### config.mk
export PLATFORM = sky130hd
export DESIGN_NAME = hbridge_ctrl
export DESIGN_NICKNAME = d
export VERILOG_FILES = /design/src/hbridge_pkg.sv /design/src/hb_leg.sv /design/src/hbridge_ctrl.sv
export SDC_FILE = /design/constraint.sdc
export NUM_CORES = 1
export LEC_CHECK = 0
export BUFFER_PORTS_ARGS = -buffer_cell sky130_fd_sc_hd__buf_2
export CAP_MARGIN = 30
export CORE_ASPECT_RATIO = 0.75
export CORE_MARGIN = 3
export CORE_UTILIZATION = 40
export DETAILED_ROUTE_END_ITERATION = 12
export SLEW_MARGIN = 40
export SYNTH_ARGS = -nofsm -noshare
export SYNTH_HDL_FRONTEND = slang
export SYNTH_SLANG_ARGS = --single-unit
### constraint.sdc
create_clock -name aclk -period 8.4 [get_ports aclk]
set_clock_uncertainty 0.05 [all_clocks]
set_input_delay 1.68 -clock aclk [delete_from_list [all_inputs] [get_ports aclk]]
set_output_delay 1.68 -clock aclk [all_outputs]
set_load 0.02 [all_outputs]
### src/hbridge_pkg.sv
// constants, register layouts and state types of the h-bridge controller
package hbridge_pkg;

  // ****************************************
  // timing
  // ****************************************
  localparam int CLK_PERIOD_NS     = 10;
  // least pwm low phase, strictly longer than the figure
  localparam int PWM_MIN_OFF_NS    = 6000;
  localparam int PWM_MIN_OFF_CYC   = PWM_MIN_OFF_NS / CLK_PERIOD_NS + 1;
  // longest mode change delay of the bridge, in microseconds
  localparam int MODE_DELAY_MAX_US = 1800;
  localparam int MODE_DELAY_CYC    = MODE_DELAY_MAX_US * 1000 / CLK_PERIOD_NS;
  // width of each half of the direction toggle used to clear a latch
  localparam int TOGGLE_NS         = 1000;
  localparam int TOGGLE_CYC        = (TOGGLE_NS + CLK_PERIOD_NS - 1) / CLK_PERIOD_NS;
  localparam int CNT_W             = 18;

  // ****************************************
  // register map
  // ****************************************
  localparam logic [7:0] ADDR_CTRL     = 8'h00;
  localparam logic [7:0] ADDR_PERIOD   = 8'h04;
  localparam logic [7:0] ADDR_DUTY     = 8'h08;
  localparam logic [7:0] ADDR_STATUS   = 8'h0C;
  localparam logic [7:0] ADDR_IRQ_STAT = 8'h10;
  localparam logic [7:0] ADDR_IRQ_MASK = 8'h14;

  localparam logic [1:0] RESP_OKAY   = 2'h0;
  localparam logic [1:0] RESP_SLVERR = 2'h2;

  localparam int IRQ_FAULT_A = 0;
  localparam int IRQ_FAULT_B = 1;
  localparam int IRQ_DONE    = 2;

  localparam logic [31:0] CTRL_RESET   = 32'h0000_000C;
  localparam logic [15:0] PERIOD_RESET = 16'h1388;
  localparam logic [15:0] DUTY_RESET   = 16'h0000;

  // ****************************************
  // types
  // ****************************************
  typedef struct packed {
    logic [24:0] rsvd;
    logic        standby;
    logic        clear;
    logic        run;
    logic [1:0]  en;
    logic [1:0]  dir;
  } ctrl_s;

  typedef struct packed {
    logic [23:0] rsvd;
    logic        busy;
    logic        standby;
    logic [1:0]  fault;
    logic [1:0]  en_in;
    logic [1:0]  dir;
  } status_s;

  typedef struct packed {
    logic        awvalid;
    logic [7:0]  awaddr;
    logic        wvalid;
    logic [31:0] wdata;
    logic [3:0]  wstrb;
    logic        bready;
    logic        arvalid;
    logic [7:0]  araddr;
    logic        rready;
  } axil_req_s;

  typedef struct packed {
    logic        awready;
    logic        wready;
    logic        bvalid;
    logic [1:0]  bresp;
    logic        arready;
    logic        rvalid;
    logic [31:0] rdata;
    logic [1:0]  rresp;
  } axil_rsp_s;

  // index 0 is leg a, index 1 is leg b
  typedef struct packed {
    logic [1:0] dir;
    logic       pwm;
    logic [1:0] en_out;
    logic [1:0] en_oe;
  } bridge_out_s;

  typedef struct packed {
    logic [1:0] en_in;
  } bridge_in_s;

  typedef enum logic [2:0] {
    SEQ_IDLE,
    SEQ_MODE_WAIT,
    SEQ_CLR_LOW,
    SEQ_CLR_HIGH,
    SEQ_STBY
  } seq_e;

  typedef struct packed {
    logic dir;
    logic oe;
    logic fault;
  } leg_s;

  typedef struct packed {
    logic        aw_have;
    logic [7:0]  awaddr;
    logic        w_have;
    logic [31:0] wdata;
    logic [3:0]  wstrb;
    logic        bvalid;
    logic [1:0]  bresp;
    logic        rvalid;
    logic [31:0] rdata;
    logic [1:0]  rresp;
    ctrl_s       ctrl;
    logic [15:0] period;
    logic [15:0] duty;
    logic [2:0]  irq_stat;
    logic [2:0]  irq_mask;
    logic        irq;
    seq_e        seq;
    logic [17:0] cnt;
    logic [1:0]  dir_app;
    logic [1:0]  toggle;
    logic [15:0] pwm_cnt;
    logic [15:0] per_sh;
    logic [15:0] duty_sh;
    logic        pwm;
    logic [15:0] low_cnt;
  } main_s;

endpackage : hbridge_pkg

### src/hb_leg.sv
// one bridge leg: direction output and open-drain enable/diagnostic pin
`timescale 1ns/1ns
module hb_leg (
  input  wire logic aclk,
  input  wire logic aresetn,
  input  wire logic dir_req,
  input  wire logic hold_low,
  input  wire logic pin_in,
  output logic      dir,
  output logic      pin_out,
  output logic      pin_oe,
  output logic      fault,
  output logic      fault_rise
);

  hbridge_pkg::leg_s st_q;
  hbridge_pkg::leg_s st_d;

  always_comb begin
    st_d     = st_q;
    st_d.dir = dir_req;
    st_d.oe  = hold_low;
    // released pin read low means the device reports a latched fault
    st_d.fault = !pin_in && !st_q.oe;
    fault_rise = st_d.fault && !st_q.fault;
  end

  always_ff @(posedge aclk) begin
    if (!aresetn) begin
      st_q <= '0;
    end else begin
      st_q <= st_d;
    end
  end

  assign dir     = st_q.dir;
  assign pin_out = 1'b0;
  // released pin is held high by the external pull-up
  assign pin_oe  = st_q.oe;
  assign fault   = st_q.fault;

endmodule : hb_leg

### src/hbridge_ctrl.sv
// axi4-lite controlled host for a full-bridge motor driver with fault latch
// How it works
// - host releases enable pins to pull-up normally
// - host reads pins to locate fault
// - direction rising edge releases the latch
// - host toggles direction of leg with low pin
// - after clearing with standby set, host drives everything low
// - with pins and pwm low, toggle clears
// - pwm low phase longer than six microseconds
//
// The register addresses and register access over AXI4-Lite were decided locally.
`timescale 1ns/1ns
module hbridge_ctrl #(
  parameter int MODE_DELAY_CYC = hbridge_pkg::MODE_DELAY_CYC
) (
  input  wire logic                     aclk,
  input  wire logic                     aresetn,
  input  wire hbridge_pkg::axil_req_s   axi_req,
  output hbridge_pkg::axil_rsp_s        axi_rsp,
  input  wire hbridge_pkg::bridge_in_s  bridge_in,
  output hbridge_pkg::bridge_out_s      bridge_out,
  output logic                          irq
);

  localparam logic [15:0] MIN_OFF = 16'(hbridge_pkg::PWM_MIN_OFF_CYC);
  localparam logic [17:0] TOG_LD  = 18'(hbridge_pkg::TOGGLE_CYC - 1);
  localparam logic [17:0] DEL_LD  = 18'(MODE_DELAY_CYC - 1);

  hbridge_pkg::main_s   st_q;
  hbridge_pkg::main_s   st_d;
  hbridge_pkg::ctrl_s   cw;
  hbridge_pkg::status_s stat;
  logic [31:0]          wtmp;
  logic [2:0]           w1c;
  logic [2:0]           ev;
  logic                 clear_req;
  logic                 active;
  logic [15:0]          high_lim;
  logic [15:0]          duty_eff;
  logic [1:0]           dir_req;
  logic [1:0]           hold_low;
  logic [1:0]           fault;
  logic [1:0]           fault_rise;

  function automatic logic [31:0] wmerge(input logic [31:0] old,
                                         input logic [31:0] nw,
                                         input logic [3:0]  strb);
    logic [31:0] r;
    r = old;
    for (int i = 0; i < 4; i++) begin
      if (strb[i]) begin
        r[8*i +: 8] = nw[8*i +: 8];
      end
    end
    return r;
  endfunction : wmerge

  // ****************************************
  // bridge legs
  // ****************************************
  always_comb begin
    for (int i = 0; i < 2; i++) begin
      dir_req[i]  = st_q.dir_app[i];
      hold_low[i] = !st_q.ctrl.en[i];
      unique case (st_q.seq)
        hbridge_pkg::SEQ_IDLE, hbridge_pkg::SEQ_MODE_WAIT: begin
        end
        hbridge_pkg::SEQ_CLR_LOW: begin
          if (st_q.toggle[i]) begin
            dir_req[i] = 1'b0;
          end
        end
        hbridge_pkg::SEQ_CLR_HIGH: begin
          if (st_q.toggle[i]) begin
            dir_req[i] = 1'b1;
          end
        end
        hbridge_pkg::SEQ_STBY: begin
          dir_req[i]  = 1'b0;
          hold_low[i] = 1'b1;
        end
      endcase
    end
  end

  for (genvar g = 0; g < 2; g++) begin : g_leg
    hb_leg u_leg (
      .aclk       (aclk),
      .aresetn    (aresetn),
      .dir_req    (dir_req[g]),
      .hold_low   (hold_low[g]),
      .pin_in     (bridge_in.en_in[g]),
      .dir        (bridge_out.dir[g]),
      .pin_out    (bridge_out.en_out[g]),
      .pin_oe     (bridge_out.en_oe[g]),
      .fault      (fault[g]),
      .fault_rise (fault_rise[g])
    );
  end

  // ****************************************
  // register slave, sequencer and pwm
  // ****************************************
  assign axi_rsp.awready = !st_q.aw_have && !st_q.bvalid;
  assign axi_rsp.wready  = !st_q.w_have && !st_q.bvalid;
  assign axi_rsp.arready = !st_q.rvalid;
  assign axi_rsp.bvalid  = st_q.bvalid;
  assign axi_rsp.bresp   = st_q.bresp;
  assign axi_rsp.rvalid  = st_q.rvalid;
  assign axi_rsp.rdata   = st_q.rdata;
  assign axi_rsp.rresp   = st_q.rresp;

  always_comb begin
    st_d      = st_q;
    wtmp      = wmerge(32'h0000_0000, st_q.wdata, st_q.wstrb);
    cw        = st_q.ctrl;
    w1c       = 3'h0;
    ev        = 3'h0;
    clear_req = 1'b0;
    stat      = '0;
    stat.busy    = st_q.seq != hbridge_pkg::SEQ_IDLE;
    stat.standby = st_q.seq == hbridge_pkg::SEQ_STBY;
    stat.fault   = fault;
    stat.en_in   = bridge_in.en_in;
    stat.dir     = bridge_out.dir;

    // write path: address and data may arrive in either order
    if (axi_req.bready && st_q.bvalid) begin
      st_d.bvalid = 1'b0;
    end
    if (st_q.aw_have && st_q.w_have) begin
      st_d.aw_have = 1'b0;
      st_d.w_have  = 1'b0;
      st_d.bvalid  = 1'b1;
      st_d.bresp   = hbridge_pkg::RESP_OKAY;
      case (st_q.awaddr)
        hbridge_pkg::ADDR_CTRL: begin
          cw = hbridge_pkg::ctrl_s'(wmerge(st_q.ctrl, st_q.wdata,
                                           st_q.wstrb));
          clear_req         = cw.clear;
          st_d.ctrl         = cw;
          st_d.ctrl.clear   = 1'b0;
          st_d.ctrl.rsvd    = '0;
        end
        hbridge_pkg::ADDR_PERIOD: begin
          wtmp        = wmerge({16'h0000, st_q.period}, st_q.wdata,
                               st_q.wstrb);
          st_d.period = wtmp[15:0];
        end
        hbridge_pkg::ADDR_DUTY: begin
          wtmp      = wmerge({16'h0000, st_q.duty}, st_q.wdata, st_q.wstrb);
          st_d.duty = wtmp[15:0];
        end
        hbridge_pkg::ADDR_STATUS: begin
        end
        hbridge_pkg::ADDR_IRQ_STAT: begin
          w1c = wtmp[2:0];
        end
        hbridge_pkg::ADDR_IRQ_MASK: begin
          wtmp          = wmerge({29'h0, st_q.irq_mask}, st_q.wdata,
                                 st_q.wstrb);
          st_d.irq_mask = wtmp[2:0];
        end
        default: begin
          st_d.bresp = hbridge_pkg::RESP_SLVERR;
        end
      endcase
    end
    if (axi_req.awvalid && axi_rsp.awready) begin
      st_d.aw_have = 1'b1;
      st_d.awaddr  = axi_req.awaddr;
    end
    if (axi_req.wvalid && axi_rsp.wready) begin
      st_d.w_have = 1'b1;
      st_d.wdata  = axi_req.wdata;
      st_d.wstrb  = axi_req.wstrb;
    end

    // read path
    if (axi_req.rready && st_q.rvalid) begin
      st_d.rvalid = 1'b0;
    end
    if (axi_req.arvalid && axi_rsp.arready) begin
      st_d.rvalid = 1'b1;
      st_d.rresp  = hbridge_pkg::RESP_OKAY;
      case (axi_req.araddr)
        hbridge_pkg::ADDR_CTRL:     st_d.rdata = st_q.ctrl;
        hbridge_pkg::ADDR_PERIOD:   st_d.rdata = {16'h0000, st_q.period};
        hbridge_pkg::ADDR_DUTY:     st_d.rdata = {16'h0000, st_q.duty};
        hbridge_pkg::ADDR_STATUS:   st_d.rdata = stat;
        hbridge_pkg::ADDR_IRQ_STAT: st_d.rdata = {29'h0, st_q.irq_stat};
        hbridge_pkg::ADDR_IRQ_MASK: st_d.rdata = {29'h0, st_q.irq_mask};
        default: begin
          st_d.rdata = 32'h0000_0000;
          st_d.rresp = hbridge_pkg::RESP_SLVERR;
        end
      endcase
    end

    // sequencer
    unique case (st_q.seq)
      hbridge_pkg::SEQ_IDLE: begin
        if (clear_req && (fault != 2'b00)) begin
          st_d.toggle = fault;
          st_d.cnt    = TOG_LD;
          st_d.seq    = hbridge_pkg::SEQ_CLR_LOW;
        end else if (st_q.ctrl.standby) begin
          st_d.seq = hbridge_pkg::SEQ_STBY;
        end else if (st_q.ctrl.dir != st_q.dir_app) begin
          st_d.dir_app = st_q.ctrl.dir;
          st_d.cnt     = DEL_LD;
          st_d.seq     = hbridge_pkg::SEQ_MODE_WAIT;
        end
      end
      hbridge_pkg::SEQ_MODE_WAIT: begin
        if (st_q.cnt == '0) begin
          st_d.seq = hbridge_pkg::SEQ_IDLE;
        end else begin
          st_d.cnt = st_q.cnt - 18'h00001;
        end
      end
      hbridge_pkg::SEQ_CLR_LOW: begin
        if (st_q.cnt == '0) begin
          st_d.cnt = TOG_LD;
          st_d.seq = hbridge_pkg::SEQ_CLR_HIGH;
        end else begin
          st_d.cnt = st_q.cnt - 18'h00001;
        end
      end
      hbridge_pkg::SEQ_CLR_HIGH: begin
        if (st_q.cnt == '0) begin
          ev[hbridge_pkg::IRQ_DONE] = 1'b1;
          st_d.toggle = 2'b00;
          // go low at once so standby is reached well inside the delay
          st_d.seq = st_q.ctrl.standby ? hbridge_pkg::SEQ_STBY :
                                         hbridge_pkg::SEQ_IDLE;
        end else begin
          st_d.cnt = st_q.cnt - 18'h00001;
        end
      end
      hbridge_pkg::SEQ_STBY: begin
        st_d.dir_app = 2'b00;
        if (!st_q.ctrl.standby) begin
          st_d.seq = hbridge_pkg::SEQ_IDLE;
        end
      end
    endcase

    // interrupts: a new event wins over a clear in the same cycle
    ev[hbridge_pkg::IRQ_FAULT_A] = fault_rise[0];
    ev[hbridge_pkg::IRQ_FAULT_B] = fault_rise[1];
    st_d.irq_stat = (st_q.irq_stat & ~w1c) | ev;
    st_d.irq      = |(st_d.irq_stat & st_d.irq_mask);

    // pwm: period and duty reload at a period boundary, and every cycle while inactive
    high_lim = (st_q.period > MIN_OFF) ? st_q.period - MIN_OFF : 16'h0000;
    duty_eff = (st_q.duty < high_lim) ? st_q.duty : high_lim;
    active   = st_q.ctrl.run && st_q.seq == hbridge_pkg::SEQ_IDLE;
    if (!active) begin
      st_d.per_sh  = st_q.period;
      st_d.duty_sh = duty_eff;
      st_d.pwm_cnt = duty_eff;
    end else if ({1'b0, st_q.pwm_cnt} + 17'h00001 >= {1'b0, st_q.per_sh}) begin
      st_d.per_sh  = st_q.period;
      st_d.duty_sh = duty_eff;
      st_d.pwm_cnt = 16'h0000;
    end else begin
      st_d.pwm_cnt = st_q.pwm_cnt + 16'h0001;
    end
    st_d.pwm     = active && (st_d.pwm_cnt < st_d.duty_sh);
    st_d.low_cnt = st_q.pwm ? 16'h0000 :
                   (st_q.low_cnt == 16'hFFFF) ? st_q.low_cnt :
                   st_q.low_cnt + 16'h0001;
  end

  always_ff @(posedge aclk) begin
    if (!aresetn) begin
      st_q        <= '0;
      st_q.seq    <= hbridge_pkg::SEQ_IDLE;
      st_q.ctrl   <= hbridge_pkg::CTRL_RESET;
      st_q.period <= hbridge_pkg::PERIOD_RESET;
      st_q.duty   <= hbridge_pkg::DUTY_RESET;
    end else begin
      st_q <= st_d;
    end
  end

  assign bridge_out.pwm = st_q.pwm;
  assign irq            = st_q.irq;
endmodule : hbridge_ctrl

**After elaboration in Yosys (flattened, before gate mapping)**

Cells that the tools add are included.

- Register bits: 209
- Bits of input ports: 61
- Output and inout port bits: 49
- Word-level logic and storage cells: 180

- $add $sub $neg: 4
- Magnitude comparators: 4
- Equality and inequality tests: 28
- Mux-type cells: 52
- Bitwise logic cells: 4
- Reduce and logical (&&, ||, !) cells: 53

Operator list:

| operator | number |
|---|---|
| 16-bit case mux with 6 select lines | 1 |
| 18-bit case mux with 3 select lines | 1 |
| 16-bit two-way mux | 3 |
| 48-bit two-way mux | 1 |
| 3-bit two-way mux | 13 |
| 37-bit two-way mux | 1 |
| 18-bit two-way mux | 2 |
| 35-bit two-way mux | 1 |
| 8-bit by 4-bit == test with 1-bit output (second input constant) | 4 |
| 8-bit by 5-bit == test with 1-bit output (second input constant) | 4 |
| 16-bit less-than comparator | 2 |
| 32-bit two-way mux | 1 |
| 23-bit two-way mux | 1 |
| 21-bit two-way mux | 1 |
| 20-bit two-way mux | 1 |
| 18-bit logical NOT | 1 |
| 2-bit != test (second input constant) | 9 |
| 3-bit AND reduction | 6 |
| 18-bit by 1-bit subtractor with 18-bit output (second input constant) | 1 |
| 16-bit by 1-bit adder with 17-bit output (second input constant) | 1 |
| 17-bit by 16-bit >= comparator with 1-bit output | 1 |
| 16-bit by 1-bit adder with 16-bit output (second input constant) | 1 |
| 8-bit by 3-bit == test with 1-bit output (second input constant) | 2 |
| 16-bit by 10-bit > comparator with 1-bit output (second input constant) | 1 |
| 29 further kinds | 85 |

**Logic depth before layout (Yosys ltp)**

- Depth after elaboration: 8
- Mapped depth: 23
- Depth with buffers taken out: 22

**Cells and area by module**

A second synthesis with hierarchy kept.

- Cells, all modules: 1200
- Area, all modules: 9644.2 um2

By module, submodules not included:

| module | times used | cells an instance | area an instance (um2) | seq. area each (um2) |
|---|---|---|---|---|
| hbridge_ctrl | 1 | 1182 | 9431.5 | 3343.2 |
| hb_leg | 2 | 9 | 106.4 | 60.1 |

**Least setup slack after synthesis**

No wires, ideal clock.

- Path kind: register -> register
- From: register st_q[113] (netlist name)
- To: register st_q (netlist bit bridge_out[4])
- Setup time: 0.115 ns
- Data arrival time: 4.869 ns
- Required time: 8.235 ns
- Path slack: 3.367 ns
- Cell stages (with the launch flop): 21
- Path buffers: 1
- Clock period less this slack: 5.033 ns
- Path through: dfxtp_1 o311a_1 o21ai_0 nand2_1 a2111oi_0 mux2_2 inv_1 ha_1 nand4_1 a2111oi_0 o221ai_1 o21ai_0 buf_2 mux2_2 a22o_1 ha_1 a21oi_1 nor2b_1 o21ai_0 nand4b_1 a2111oi_0

RTL lines:

| element | line | text |
|---|---|---|
| start, declared | hbridge_ctrl.sv:29 | `hbridge_pkg::main_s st_q;` |
| start signal, assigned | hbridge_ctrl.sv:284 | `st_q <= st_d;` |

==> reports/qor.csv <==
stage,metric,value,unit
status,outcome,completed,
drt,initial DRC count,602,
logic_synthesis,async set-or-reset flop fraction in the synthesized netlist,0,%
global_routing,number of global-route vias before repair,6906,
worst_setup_path,Critical Path End Type,flip-flop,
min_path,Hold/Removal Path Class,reg -> reg,
sta,crit share post-route,75.45,%
drt,Routed Antenna Nets,0,
worst_setup_path,Most common cell on crit path,ha_1,
logic_synthesis,Avg Inst Size Synth,8.275,um2
sta,Final Hold Vio Count,0,
worst_setup_path,max incr delay on CP,0.68,ns
drt,Via density,5.454,
clocking,post-CTS setup buffer count,0,
power,pwr dens,171.5,mW/mm2
drt,via count,7946,
place,input/output buffers,71,
worst_setup_path,R2R Setup Slk,2.06,ns
floorplanning,die area,0.02546,mm2
sta,Worst-Margin Slew,0.8366,ns
worst_setup_path,WS Path Type,reg -> reg,
clocking,Max clock buf depth,2,
floorplanning,Initial Util,41.74,%
logic_synthesis,Mapped Cells,1139,
clocking,cts repair resizes,0,
layout,Nets,1261,
global_routing,total grt overflow,0,
global_routing,first-pass GRT wire length,38890,um
power,static leakage,0.004488,uW
layout,Layout area overhead,9.425,%
min_path,Min-Delay Endpoint,st_q[42],
layout,layout cells sized above 1,12.12,%
clocking,clock root cell,clkbuf_16,
clocking,hold buffers post-CTS,0,
worst_setup_path,RR Startpoint,st_q[113],
layout,"commonest cells after routing, fill and taps aside","dfxtp_1, nand2_1, nor2_1",
worst_setup_path,CP Max Fanout,20,
sta,Rel. slew slack,43.81,%
worst_setup_path,Critical-path top delay cell,a2111oi_0,
sta,RSZ-0062 raised after global routing,no,
floorplanning,num ports,110,
logic_synthesis,YS warnings,0,
global_routing,Total GRT Usage,19.09,%
sta,fin. max-slew vios,0,
place,post-DP HPWL,18160,um
floorplanning,Die Ht,138.9,um
clocking,Worst-path clk slew,0.07,ns
logic_synthesis,Yosys cell types,73,
power,Overall Power,1769,uW
layout,filler instances,2238,
worst_setup_path,end of the worst register-to-register path,bridge_out[4],
worst_setup_path,CP arrival,6.60,ns
min_path,Min-Delay Path Depth,2,
drt,Post-route DRC,0,
drt,wire per inst,16.96,um
drt,Post-Route WL,24700,um
global_routing,initial antenna violation count,0,
layout,ANT cells,0,
worst_setup_path,Worst R2R Path Depth,22,
clocking,CTS buffer count,17,
flow_run,max_cap viols,0,
floorplanning,Die Wd,183.3,um
floorplanning,# rows,47,
global_routing,largest net degree at the start of global routing,93,
sta,min Tclk post-route,6.338,ns
floorplanning,total core area,0.02258,mm2
logic_synthesis,register area share after synthesis,36.74,%
logic_synthesis,count of state elements after synthesis,173,
sta,Fmax achieved,157.8,MHz
place,gpl congestion,0.9027,
logic_synthesis,post-synthesis cell area,0.009425,mm2
logic_synthesis,Post-synth EDFFs,0,
clocking,H-tree Lvls,4,
worst_setup_path,worst endpoint required time,8.66,ns
sta,# setup viols final,0,
worst_setup_path,critical-path cell list,inv_1 > ha_1 > nand2b_1 > a31oi_1 > o21ai_0 > a21oi_1 > xnor2_1 > nand2_1 > ha_1 > nand4_1 > a2111oi_0 > o221ai_1 > o21ai_1 > buf_4 > mux2_2 > a22o_1 > ha_1 > a21oi_1 > nor2b_1 > o21ai_0 > nand4b_1 > a2111oi_0,
clocking,TritonCTS clock tree,built,
clocking,Worst-Skew Late Latency,0.44,ns
min_path,hold_sp,st_q[42],
layout,"commonest non-fill, non-tap cell in the layout",dfxtp_1,
power,worst-case vdd ir drop,0.1320,mV
drt,drt first pass iters,7,
logic_synthesis,top_reg_cell synth,dfxtp_1,
layout,area of the multi-input gates,0.005294,mm2
sta,setup TNS,0,ns
worst_setup_path,critical path startpoint category,flip-flop,
clocking,CTS sink count,173,
layout,Storage cell area,0.003463,mm2
area by class of cell:
type                            count  share of cell area (%)
Tap cell                          294                   3.567
Clock buffer                       17                   4.125
Multi-Input combinational cell    837                   51.33
Sequential cell                   173                   33.58
Clock inverter                     15                   1.698
Timing Repair Buffer               75                   4.003
Inverter                           46                   1.698
synthesized netlist by cell type (all sizes together) (5+ instances only):
cell	instances	share of area (%)
a211oi	12	1.1
a21oi	91	4.8
a22o	35	3.3
a22oi	19	1.5
a31oi	7	0.46
a32o	6	0.64
and2	5	0.35
buf	62	4.7
clkbuf	40	1.6
dfxtp	173	37
ha	50	6.6
inv	46	1.8
mux2	7	0.84
mux2i	64	6.8
nand2	157	6.3
nand2b	8	0.53
nand3	25	1.3
nand4	13	0.86
nor2	131	5.2
nor2b	7	0.46
nor3	21	1.2
nor4	8	0.69
o211ai	5	0.40
o21ai	49	2.6
or3	6	0.40
xnor2	17	1.6
xor2	8	0.74
per-stage QoR:
step / area (um2) / setup WS, ns / util [%] / hold slack, ns / cells
after detailed placement: 9694 / 2.280 / 42.93 / 0.3899 / 1424
after floorplan: 9497 / 3.367 / - / 0.3727 / 1158
after global placement: 9654 / 2.304 / 42.75 / 0.3835 / 1423
final: 10310 / 2.062 / 45.67 / 0.4007 / 1457
after CTS: 10290 / 2.225 / 45.59 / 0.4057 / 1456
after global routing: 10310 / 1.713 / 45.67 / 0.4225 / 1457
state kept, by name, indices dropped and copies added (netlist names):
signal	flops
axi_rsp	20
bridge_out	1
g_leg.u_leg.dir	2
g_leg.u_leg.fault	2
g_leg.u_leg.pin_oe	2
irq	1
st_q	145
report_power, final:
part | total (uW) | switching [uW] | internal, uW
combinational | 101 | 70.1 | 30.7
clock | 820 | 370 | 450
sequential | 848 | 14.6 | 834
total | 1770 | 454 | 1310
critical path, delay by kind of cell, from the launching register on:
kind                       cells  cell delay, ns
DFF                            1            0.55
muxes                          1            0.41
adders and majority gates      3            0.87
xor gates and xnor gates       1            0.21
AOI/OAI and AO/OA             10            3.10
buffers and inverters          2            0.40
and+or+nand+nor                5            0.58
how the worst max path moves through the flow:
stage	start	end	slack, ns	cells past startpoint
after global placement	st_q[113]	bridge_out[4]	2.30	22
after detailed placement	st_q[113]	bridge_out[4]	2.28	22
final	st_q[113]	bridge_out[4]	2.06	22
after CTS	st_q[113]	bridge_out[4]	2.22	22
after floorplan	st_q[113]	bridge_out[4]	3.37	20
after global routing	st_q[113]	bridge_out[4]	1.71	22
per-layer routing:
| layer | global-route usage, % | wire (um) | vias up | share of wire (%) |
|---|---|---|---|---|
| met2 | 23.45 | 9083 | 235 | 37 |
| met3 | 4.405 | 1672 | 15 | 6.8 |
| li1 | - | - | 3978 | - |
| met1 | 32.29 | 13750 | 3718 | 56 |
| met4 | 4.087 | 199 | 0 | 0.81 |
| met5 | 0 | 0 | - | 0 |
cells by family after synthesis:
kind of cell	Yosys count	share of synthesized area, %
other	1	0.03979
and+or+nand+nor	404	19.25
muxes	74	8.350
buffers and inverters	148	8.098
adders and majority gates	51	6.744
xor gates and xnor gates	25	2.323
DFF	173	36.74
AOI/OAI and AO/OA	263	18.45
(Power assumes the default switching activity.)
